==> src/hw/smd_pkg.sv <==
/*
  Shared constants and carrier types for the serial bus monitor.
  Assumes a 100 MHz sampling clock and lines already digitised.
*/
package smd_pkg;
  localparam int CLK_MHZ = 100;
  localparam int MAX_WORD = 32;
  localparam int IDLE_NS_DEF = 1000;
  localparam int IDLE_CYC_DEF = (IDLE_NS_DEF * CLK_MHZ + 999) / 1000;
  localparam int CNT_W = 16;
  localparam int FIFO_DEPTH = 16;
  localparam logic POL_CS_RST = 1'b0;
  localparam logic POL_DATA_RST = 1'b1;
  localparam logic [5:0] WSIZE_RST = 6'h08;

  typedef enum logic [1:0] {
    SMD_TRIG_START,
    SMD_TRIG_END,
    SMD_TRIG_BIT,
    SMD_TRIG_PATTERN
  } smd_trig_t;

  typedef struct packed {
    logic cs_mode;
    logic slope_fall;
    logic cs_act_high;
    logic mosi_act_high;
    logic miso_act_high;
    logic miso_en;
    logic lsb_first;
    logic trig_miso;
    logic [5:0] word_size;
    logic [CNT_W-1:0] idle_cyc;
    smd_trig_t trig_mode;
    logic [CNT_W-1:0] bit_offset;
    logic [5:0] pat_len;
    logic [31:0] pat_val;
    logic [31:0] pat_care;
  } smd_cfg_t;

  typedef struct packed {
    logic [31:0] mosi;
    logic [31:0] miso;
    logic [5:0] nbits;
    logic first;
    logic last;
    logic [CNT_W-1:0] word_idx;
  } smd_word_t;
endpackage

==> src/hw/smd_monitor.sv <==
/*
  Passive serial bus monitor: samples clock, select and data lines,
  builds words and frames, queues words and raises trigger pulses.
  Assumes configuration is static while frames run, and that the
  observed clock is well below a quarter of the sampling rate.
*/
`timescale 1ns/1ps
module smd_monitor
  import smd_pkg::*;
#(
  parameter int INSTANCE = 1,
  parameter int DEPTH = FIFO_DEPTH
) (
  // Clock and reset
  input wire logic clk_in,
  input wire logic rst_in,
  // Observed lines
  input wire logic sclk_in,
  input wire logic cs_in,
  input wire logic mosi_in,
  input wire logic miso_in,
  // Configuration
  input wire smd_cfg_t cfg_in,
  // Word stream
  output smd_word_t word_out,
  output logic word_valid_out,
  input wire logic word_ready_in,
  // Events and status
  output logic trig_out,
  output logic frame_start_out,
  output logic frame_end_out,
  output logic in_frame_out,
  output logic partner_claimed_out,
  output logic overflow_out
);
  // Second line only on instances 1 and 3
  localparam bit MISO_OK = (INSTANCE == 1) || (INSTANCE == 3);

  logic [3:0] raw_s;
  logic sclk_q;
  logic in_frame_q;
  logic [5:0] bit_q;
  logic [CNT_W-1:0] word_idx_q;
  logic [CNT_W-1:0] bitnum_q;
  logic [CNT_W-1:0] idle_q;
  logic [31:0] sh_mosi_q;
  logic [31:0] sh_miso_q;
  logic [31:0] hist_q;
  logic first_q;
  logic cs_act_q;
  smd_word_t word_q;
  logic push_q;
  logic trig_q;
  logic fs_q;
  logic fe_q;
  logic ovf_q;
  logic claim_q;
  logic fifo_ready;
  logic [1:0] warm_q;

  // Pins go through two flops before anything reads them
  smd_sync #(.W(4)) u_sync (
    .clk_in(clk_in),
    .rst_in(rst_in),
    .async_in({sclk_in, cs_in, mosi_in, miso_in}),
    .sync_out(raw_s)
  );

  // Edges are ignored until the synchroniser holds real pin levels,
  // otherwise its reset value would look like a select or clock edge
  wire live = (warm_q == 2'h3);

  wire cs_act = (raw_s[2] == cfg_in.cs_act_high);
  wire mosi_b = (raw_s[1] == cfg_in.mosi_act_high);
  wire miso_use = MISO_OK && cfg_in.miso_en;
  wire miso_b = miso_use && (raw_s[0] == cfg_in.miso_act_high);

  wire rise = live && raw_s[3] && !sclk_q;
  wire fall = live && !raw_s[3] && sclk_q;
  wire bit_edge = cfg_in.slope_fall ? fall : rise;
  wire any_edge = rise || fall;

  // select framing only in select mode
  wire cs_start = live && cfg_in.cs_mode && cs_act && !cs_act_q;
  wire cs_end = live && cfg_in.cs_mode && !cs_act && cs_act_q;
  wire idle_done = !cfg_in.cs_mode && in_frame_q &&
    (idle_q >= cfg_in.idle_cyc);
  wire nocs_start = !cfg_in.cs_mode && !in_frame_q && bit_edge;
  wire f_start = cs_start || nocs_start;
  wire f_end = cs_end || idle_done;
  wire sample = bit_edge && (nocs_start || (in_frame_q && !f_end &&
    (!cfg_in.cs_mode || cs_act)));

  wire [5:0] wsize = (cfg_in.word_size == 6'h00) ? 6'h01 :
    ((cfg_in.word_size > 6'h20) ? 6'h20 : cfg_in.word_size);
  wire [5:0] bit_cur = nocs_start ? 6'h00 : bit_q;
  wire [CNT_W-1:0] bitnum_cur = nocs_start ? '0 : bitnum_q;
  wire [CNT_W-1:0] widx_cur = nocs_start ? '0 : word_idx_q;
  wire [5:0] bit_nxt = bit_cur + 6'h01;
  wire word_full = sample && (bit_nxt == wsize);
  wire partial = f_end && (bit_q != 6'h00);

  function automatic logic [31:0] place(input logic [31:0] sh,
                                        input logic b,
                                        input logic lsb,
                                        input logic [5:0] idx);
    logic [31:0] r;
    r = sh;
    if (lsb) begin
      r[idx[4:0]] = b;
    end else begin
      r = {sh[30:0], b};
    end
    return r;
  endfunction
  wire [31:0] mosi_nx = place(sh_mosi_q, mosi_b, cfg_in.lsb_first,
    bit_cur);
  wire [31:0] miso_nx = place(sh_miso_q, miso_b, cfg_in.lsb_first,
    bit_cur);

  wire trig_b = (miso_use && cfg_in.trig_miso) ? miso_b : mosi_b;
  wire [31:0] hist_nx = {hist_q[30:0], trig_b};
  wire [CNT_W-1:0] bitnum_nx = bitnum_cur + 1'b1;
  wire [31:0] len_mask = (cfg_in.pat_len >= 6'h20) ? 32'hFFFFFFFF :
    ((32'h00000001 << cfg_in.pat_len[4:0]) - 32'h00000001);
  wire [31:0] care = len_mask & cfg_in.pat_care;
  wire pat_hit = sample && (cfg_in.pat_len != 6'h00) &&
    (bitnum_nx == cfg_in.bit_offset + CNT_W'(cfg_in.pat_len)) &&
    (((hist_nx ^ cfg_in.pat_val) & care) == 32'h00000000);
  wire bit_hit = sample && (bitnum_nx == cfg_in.bit_offset + 1'b1);
  wire trig_d = (cfg_in.trig_mode == SMD_TRIG_START) ? f_start :
    (cfg_in.trig_mode == SMD_TRIG_END) ? f_end :
    (cfg_in.trig_mode == SMD_TRIG_BIT) ? bit_hit : pat_hit;

  wire push_d = word_full || partial;

  // Line history and select edge state
  always_ff @(posedge clk_in) begin
    if (rst_in) begin
      sclk_q <= 1'b0;
      cs_act_q <= 1'b0;
      warm_q <= 2'h0;
    end else begin
      sclk_q <= raw_s[3];
      cs_act_q <= live && cfg_in.cs_mode && cs_act;
      if (!live) begin
        warm_q <= warm_q + 2'h1;
      end
    end
  end

  // Frame state and idle timer; any clock edge keeps frame alive
  always_ff @(posedge clk_in) begin
    if (rst_in) begin
      in_frame_q <= 1'b0;
      idle_q <= '0;
    end else begin
      if (f_start) begin
        in_frame_q <= 1'b1;
      end else if (f_end) begin
        in_frame_q <= 1'b0;
      end
      if (any_edge || !in_frame_q) begin
        idle_q <= '0;
      end else if (idle_q != {CNT_W{1'b1}}) begin
        idle_q <= idle_q + 1'b1;
      end
    end
  end

  always_ff @(posedge clk_in) begin
    if (rst_in || cs_start || f_end) begin
      bit_q <= '0;
      bitnum_q <= '0;
      word_idx_q <= '0;
      sh_mosi_q <= '0;
      sh_miso_q <= '0;
      hist_q <= '0;
      first_q <= 1'b1;
    end else if (sample) begin
      bit_q <= word_full ? 6'h00 : bit_nxt;
      bitnum_q <= bitnum_nx;
      hist_q <= hist_nx;
      sh_mosi_q <= word_full ? 32'h00000000 : mosi_nx;
      sh_miso_q <= word_full ? 32'h00000000 : miso_nx;
      if (word_full) begin
        word_idx_q <= widx_cur + 1'b1;
        first_q <= 1'b0;
      end
    end
  end

  // both directions captured in one word record
  always_ff @(posedge clk_in) begin
    if (rst_in) begin
      word_q <= '0;
      push_q <= 1'b0;
    end else begin
      push_q <= push_d;
      if (push_d) begin
        word_q.mosi <= word_full ? mosi_nx : sh_mosi_q;
        word_q.miso <= word_full ? miso_nx : sh_miso_q;
        word_q.nbits <= word_full ? wsize : bit_q;
        word_q.first <= first_q || nocs_start;
        word_q.last <= f_end;
        word_q.word_idx <= widx_cur;
      end
    end
  end

  // Event pulses, sticky overflow flag and claim status
  always_ff @(posedge clk_in) begin
    if (rst_in) begin
      trig_q <= 1'b0;
      fs_q <= 1'b0;
      fe_q <= 1'b0;
      ovf_q <= 1'b0;
      claim_q <= 1'b0;
    end else begin
      trig_q <= trig_d;
      fs_q <= f_start;
      fe_q <= f_end;
      claim_q <= miso_use;
      if (push_q && !fifo_ready) begin
        ovf_q <= 1'b1;
      end
    end
  end

  assign partner_claimed_out = claim_q;
  // no acknowledge or address stage exists in the datapath

  // Word queue; a full queue drops the word and flags overflow,
  // since a passive monitor cannot stall the observed bus
  smd_word_t fifo_q_data;
  logic fifo_q_valid;
  smd_fifo #(.WIDTH($bits(smd_word_t)), .DEPTH(DEPTH)) u_fifo (
    .clk_in(clk_in),
    .rst_in(rst_in),
    .in_valid_in(push_q),
    .in_ready_out(fifo_ready),
    .in_data_in(word_q),
    .out_valid_out(fifo_q_valid),
    .out_ready_in(word_ready_in && !word_valid_out),
    .out_data_out(fifo_q_data)
  );

  // Output register stage so the stream leaves from flops
  always_ff @(posedge clk_in) begin
    if (rst_in) begin
      word_valid_out <= 1'b0;
      word_out <= '0;
    end else if (!word_valid_out || word_ready_in) begin
      word_valid_out <= fifo_q_valid && word_ready_in &&
        !word_valid_out;
      word_out <= fifo_q_data;
    end
  end

  assign trig_out = trig_q;
  assign frame_start_out = fs_q;
  assign frame_end_out = fe_q;
  assign in_frame_out = in_frame_q;
  assign overflow_out = ovf_q;

  // Checks
  AST_START_CLR: assert property (@(posedge clk_in) disable iff (rst_in)
    f_start |=> (bit_q <= 6'h01))
    else $error("counters not cleared at frame start");
  AST_WSIZE: assert property (@(posedge clk_in) disable iff (rst_in)
    bit_q < 6'h20)
    else $error("bit count beyond 32");
  AST_CS_FRAME: assert property (@(posedge clk_in) disable iff (rst_in)
    cfg_in.cs_mode && $rose(cs_act_q) |-> in_frame_q)
    else $error("select did not open a frame");
  AST_CS_IDLE: assert property (@(posedge clk_in) disable iff (rst_in)
    cfg_in.cs_mode && in_frame_q && cs_act |=> in_frame_q)
    else $error("select frame closed while select active");
  AST_NOCS_GAP: assert property (@(posedge clk_in) disable iff (rst_in)
    !cfg_in.cs_mode && in_frame_q && any_edge |=> in_frame_q)
    else $error("short gap split frame");
  AST_IDLE_END: assert property (@(posedge clk_in) disable iff (rst_in)
    idle_done |=> !in_frame_q)
    else $error("idle expiry did not close frame");
  AST_TRIG_START: assert property (@(posedge clk_in) disable iff (rst_in)
    cfg_in.trig_mode == SMD_TRIG_START && f_start |=> trig_out)
    else $error("missing start trigger");
  AST_MISO_OFF: assert property (@(posedge clk_in) disable iff (rst_in)
    push_q && !miso_use |-> word_q.miso == 32'h00000000)
    else $error("unused line reached a word");
  AST_CLAIM: assert property (@(posedge clk_in) disable iff (rst_in)
    MISO_OK && cfg_in.miso_en |=> partner_claimed_out)
    else $error("second line enabled but partner not claimed");
  AST_CLAIM_ODD: assert property (@(posedge clk_in) disable iff (rst_in)
    partner_claimed_out |-> MISO_OK && cfg_in.miso_en)
    else $error("claim without enabled second line");
  AST_PUSH: assert property (@(posedge clk_in) disable iff (rst_in)
    word_full |=> push_q && word_q.nbits == wsize)
    else $error("full word not queued");
  COV_FULL: cover property (@(posedge clk_in) word_full);
  COV_PART: cover property (@(posedge clk_in) partial);
  COV_PAT: cover property (@(posedge clk_in) pat_hit);
endmodule

==> src/hw/smd_sync.sv <==
/*
  Two flip-flop synchroniser for a bundle of asynchronous lines.
  Assumes the inputs are levels, each changing slower than the clock.
*/
`timescale 1ns/1ps
module smd_sync #(
  parameter int W = 4
) (
  // Clock and reset
  input wire logic clk_in,
  input wire logic rst_in,
  // Lines
  input wire logic [W-1:0] async_in,
  output logic [W-1:0] sync_out
);
  logic [W-1:0] meta_q;

  // Only the second stage is read by others
  always_ff @(posedge clk_in) begin
    if (rst_in) begin
      meta_q <= '0;
      sync_out <= '0;
    end else begin
      meta_q <= async_in;
      sync_out <= meta_q;
    end
  end
endmodule

==> src/hw/smd_fifo.sv <==
/*
  Small synchronous FIFO with valid/ready on both sides.
  Assumes a single clock; full and empty are exact.
*/
`timescale 1ns/1ps
module smd_fifo #(
  parameter int WIDTH = 8,
  parameter int DEPTH = 16
) (
  // Clock and reset
  input wire logic clk_in,
  input wire logic rst_in,
  // Fill side
  input wire logic in_valid_in,
  output logic in_ready_out,
  input wire logic [WIDTH-1:0] in_data_in,
  // Drain side
  output logic out_valid_out,
  input wire logic out_ready_in,
  output logic [WIDTH-1:0] out_data_out
);
  localparam int AW = $clog2(DEPTH);
  logic [WIDTH-1:0] mem [DEPTH];
  logic [AW-1:0] wp_q;
  logic [AW-1:0] rp_q;
  logic [AW:0] cnt_q;
  wire push = in_valid_in && in_ready_out;
  wire pop = out_valid_out && out_ready_in;

  assign in_ready_out = (cnt_q != (AW+1)'(DEPTH));
  assign out_valid_out = (cnt_q != '0);
  assign out_data_out = mem[rp_q];

  // Storage has no reset; only pointers and the count do
  always_ff @(posedge clk_in) begin
    if (push) begin
      mem[wp_q] <= in_data_in;
    end
  end

  // Pointers wrap, so DEPTH should be a power of two
  always_ff @(posedge clk_in) begin
    if (rst_in) begin
      wp_q <= '0;
      rp_q <= '0;
      cnt_q <= '0;
    end else begin
      if (push) begin
        wp_q <= wp_q + 1'b1;
      end
      if (pop) begin
        rp_q <= rp_q + 1'b1;
      end
      cnt_q <= cnt_q + (AW+1)'(push) - (AW+1)'(pop);
    end
  end
endmodule

==> config.mk <==
export PLATFORM = sky130hd
export DESIGN_NAME = smd_monitor
export DESIGN_NICKNAME = d
export VERILOG_FILES = /design/src/hw/smd_pkg.sv /design/src/hw/smd_monitor.sv /design/src/hw/smd_sync.sv /design/src/hw/smd_fifo.sv
export SDC_FILE = /design/constraint.sdc
export NUM_CORES = 2
export LEC_CHECK = 0
export BUFFER_PORTS_ARGS = -buffer_cell sky130_fd_sc_hd__buf_2
export CAP_MARGIN = 25
export CORE_ASPECT_RATIO = 0.75
export CORE_MARGIN = 2
export CORE_UTILIZATION = 50
export CTS_CLUSTER_DIAMETER = 60
export CTS_CLUSTER_SIZE = 16
export DETAILED_ROUTE_END_ITERATION = 8
export PLACE_DENSITY_LB_ADDON = 0.05
export SYNTH_ARGS = -nofsm -noshare
export SYNTH_HDL_FRONTEND = slang
export SYNTH_SLANG_ARGS = --single-unit
==> constraint.sdc <==
create_clock -name clk_in -period 17.4 [get_ports clk_in]
set_input_delay 1.74 -clock clk_in [delete_from_list [all_inputs] [get_ports clk_in]]
set_output_delay 1.74 -clock clk_in [all_outputs]
set_load 0.01 [all_outputs]
==> results.md <==
* Status: finished clean
* Hold Crit Endpoint: u_sync.sync_out[2]
* First-pass GRT wire length at 264 mm
* Number of flops mapped to enable cells by yosys at 1408
* Post-DR wirelength/cell at 27.3 um
* Starting density of the core at 50.4%
* Final Wtd Congestion at 0.872
* DIE WIDTH at 442 um
* Arrival @ worst endpoint at 6.25 ns
* Total GRT Usage at 24.2%
* Hold depth at 1
* Largest net degree at the start of global routing at 148
* R2R depth at 13
* Worst reg2reg path endpoint: word_q[19]
* Layout cells sized above 1 at 20.3%
* Routed Wire Length at 179 mm
* Leakage at 26.0 nW
* Tightest Pin Transition at 1.10 ns
* Vias in the first global route at 39300
* Minimum clock period at 5.62 ns
* Critical path launch point: cfg_in[116]
* Worst clock skew at 0.0321 ns
* Total number of H-tree levels at 4
* ANT nets after route at 0
* Endpoint class of the critical path: flip-flop
* CTS Sinks at 1767
* Max Cap Violations at 0
* Die area at 147000 um2
* Clock buffer depth at 3
* Die Ht at 333 um
* Synth async-reset ratio at 0%
* Initial drt markers at 4175
* Pwr Density at 111 nW/um2
* Top cell type by total area after synthesis: edfxtp_1
* Post-DR vias/cell at 6.07
* Clk slew on worst S/H paths at 0.07 ns
* Post-DP HPWL at 96.5 mm
* Reg-to-reg setup timing slack at 12.47 ns
* Clk_lat worst skew at 0.79 ns
* Final setup viols at 0
* CTS tree: done
* Core ar. at 143000 um2
* Post-route DRC at 0
* Cells after Synth at 4435
* Hold Crit Start: u_sync.meta_q[2]
* Post-synth net total at 4605
* Max Slew Vio Count at 0
* Post-synth top cells: edfxtp_1 (1408), mux4_2 (440), nand2_1 (437), dfxtp_1 (359), a21oi_1 (327)
* Synthesis Warnings at 0
* Worst min-delay path class: flip-flop to flip-flop
* Area growth, synth to finish at 10.2%
* Final core occ at 55.6%
* Worst Path Buf+Inv at 2
* RSZ-0062 raised after global routing: false
* Storage element area at 49500 um2
* Postcts setup bufs at 0
* CP top delay family: simple AND/OR/NAND/NOR gates
* Critical Path RT at 18.03 ns
* Final hold viol count at 0
* Mapped Avg Cell Area at 16.2 um2
* Post-CTS resize count at 0
* Max stage delay cell, worst path: nand4bb_4
* CP Max Fanout at 59
* Top cells by area, synth: edfxtp_1 (59%), mux4_2 (14%), dfxtp_1 (10%), nand2_1 (2.3%), a21oi_1 (2.3%)
* Seq cells post-synth at 1767
* CTS Buf Count at 137
* Top_reg_cell synth: edfxtp_1
* Crit path kind: input pin to flip-flop
* Multi-input logic area at 21400 um2
* Remaining global-route overflow at 0
* Port Buf Inserts at 219
* Cell variety after synth at 98
* Detailed Routing Iterations Pass 1 at 6
* Hold-fix buffers, CTS at 0
* Post-synth design cell area at 72000 um2
* Worst vdd ir at 0.000115 V
* Antenna violations before repair at 8
* Relative slew slack at 26.8%
* Fmax at 178 MHz
* CP Cell Sequence: buf_2 > and3b_1 > o21ai_4 > nand2_1 > inv_1 > ha_1 > nand3_1 > xnor2_1 > a31oi_1 > a221oi_2 > nand4bb_4 > and2_1 > a222oi_1 > nor2_1
* R2r startpoint: u_sync.sync_out[3]
* Number of cell rows at 120
* Sequential-to-total area share from yosys stat at 68.7%
* Crit start category: input pin
* Synth top area share at 58.8%
* Setup TNS at 0 ns
* I/O pin count at 220
* Fin nets at 4731
* Period utilization at 32.3%
* Max incr delay on CP at 0.73 ns
* Routed vias at 39800
* Most common cell in the netlist: edfxtp_1
* Clk root buf: clkbuf_16
* Fill cell count at 11100
flip-flops by register name (all words and copies together) (netlist names), 6 cells and up:
name	cells
bit_q	6
idle_q	16
bitnum_q	16
sh_mosi_q	32
word_q	88
word_out	88
hist_q	31
sh_miso_q	32
u_fifo.mem	1408
word_idx_q	16
placed cells by master (no fill, tap or decap), types with 17 or more instances in the layout:
cell type / count
inv_1: 42
buf_2: 217
edfxtp_1: 1408
a22oi_1: 17
nor3_1: 32
xnor2_1: 27
o21ai_0: 53
clkbuf_16: 144
nor2_1: 227
nand3_1: 111
nand4_1: 26
a211oi_1: 72
mux2i_1: 134
mux4_2: 440
nand2_1: 437
dfxtp_1: 355
nor2b_1: 25
clkbuf_1: 77
a21oi_1: 327
buf_4: 43
ha_1: 43
xor2_1: 70
and3_1: 17
routing by layer:
metal / global-route usage, % / up-vias / part of all wire (%)
met5: 0 / - / 0.020
met4: 6.68 / 8 / 2.2
met3: 3.47 / 221 / 6.2
met2: 37.4 / 1345 / 46
met1: 36.3 / 20700 / 45
li1: - / 17600 / -
worst max path at each step:
| stage | to | slack (ns) | cells past startpoint |
|---|---|---|---|
| final | word_q[19] | 11.78 | 14 |
| after global routing | word_q[21] | 11.42 | 15 |
| after CTS | word_q[21] | 11.88 | 15 |
| after detailed placement | word_q[21] | 11.02 | 15 |
| after global placement | word_q[21] | 11.15 | 15 |
| after floorplan | u_fifo.mem[3][0] | 9.50 | 7 |
power by group:
| part | total [mW] | leakage (nW) | switching (mW) | internal (mW) |
|---|---|---|---|---|
| combinational | 1.12 | 8.50 | 0.573 | 0.546 |
| clock | 3.10 | 2.05 | 1.49 | 1.61 |
| sequential | 4.60 | 15.4 | 0.0660 | 4.54 |
| total | 8.82 | 26.0 | 2.13 | 6.69 |
area by class of cell:
type / instances / area share [%]
antenna: 1 / 0.00315
clock buffer: 225 / 4.98
clock inverter: 29 / 0.391
inverter: 42 / 0.199
multi-input combinational: 2338 / 26.9
sequential: 1767 / 62.4
tap: 1891 / 2.98
timing repair buffer: 275 / 2.16
per-stage QoR:
| step | instance area, um2 | hold slack, ns | worst slack [ns] | std cells | power, mW |
|---|---|---|---|---|---|
| finish | 79300 | 0.436 | 11.78 | 6568 | 8.82 |
| global route | 79300 | 0.458 | 11.42 | 6568 | 9.16 |
| CTS | 79300 | 0.440 | 11.88 | 6566 | 8.92 |
| detailed placement | 75000 | 0.425 | 11.02 | 6312 | 5.85 |
| global placement | 75000 | 0.419 | 11.15 | 6310 | 5.84 |
| floorplan | 72000 | 0.414 | 9.50 | 4435 | 5.55 |
kinds of logic (layout without fill, tap and decap cells):
group	after synthesis	count (layout)	share of synthesized area, %
flops	1767	1767	68.7
simple gates	1015	1015	6.55
compound gates	600	600	5.07
mux	577	577	15.7
buf+inv	330	571	1.86
xor+xnor	101	101	1.29
fa+ha+maj	45	45	0.803
other cells	0	1	0
No activity file was read; power rests on OpenSTA's default activity.
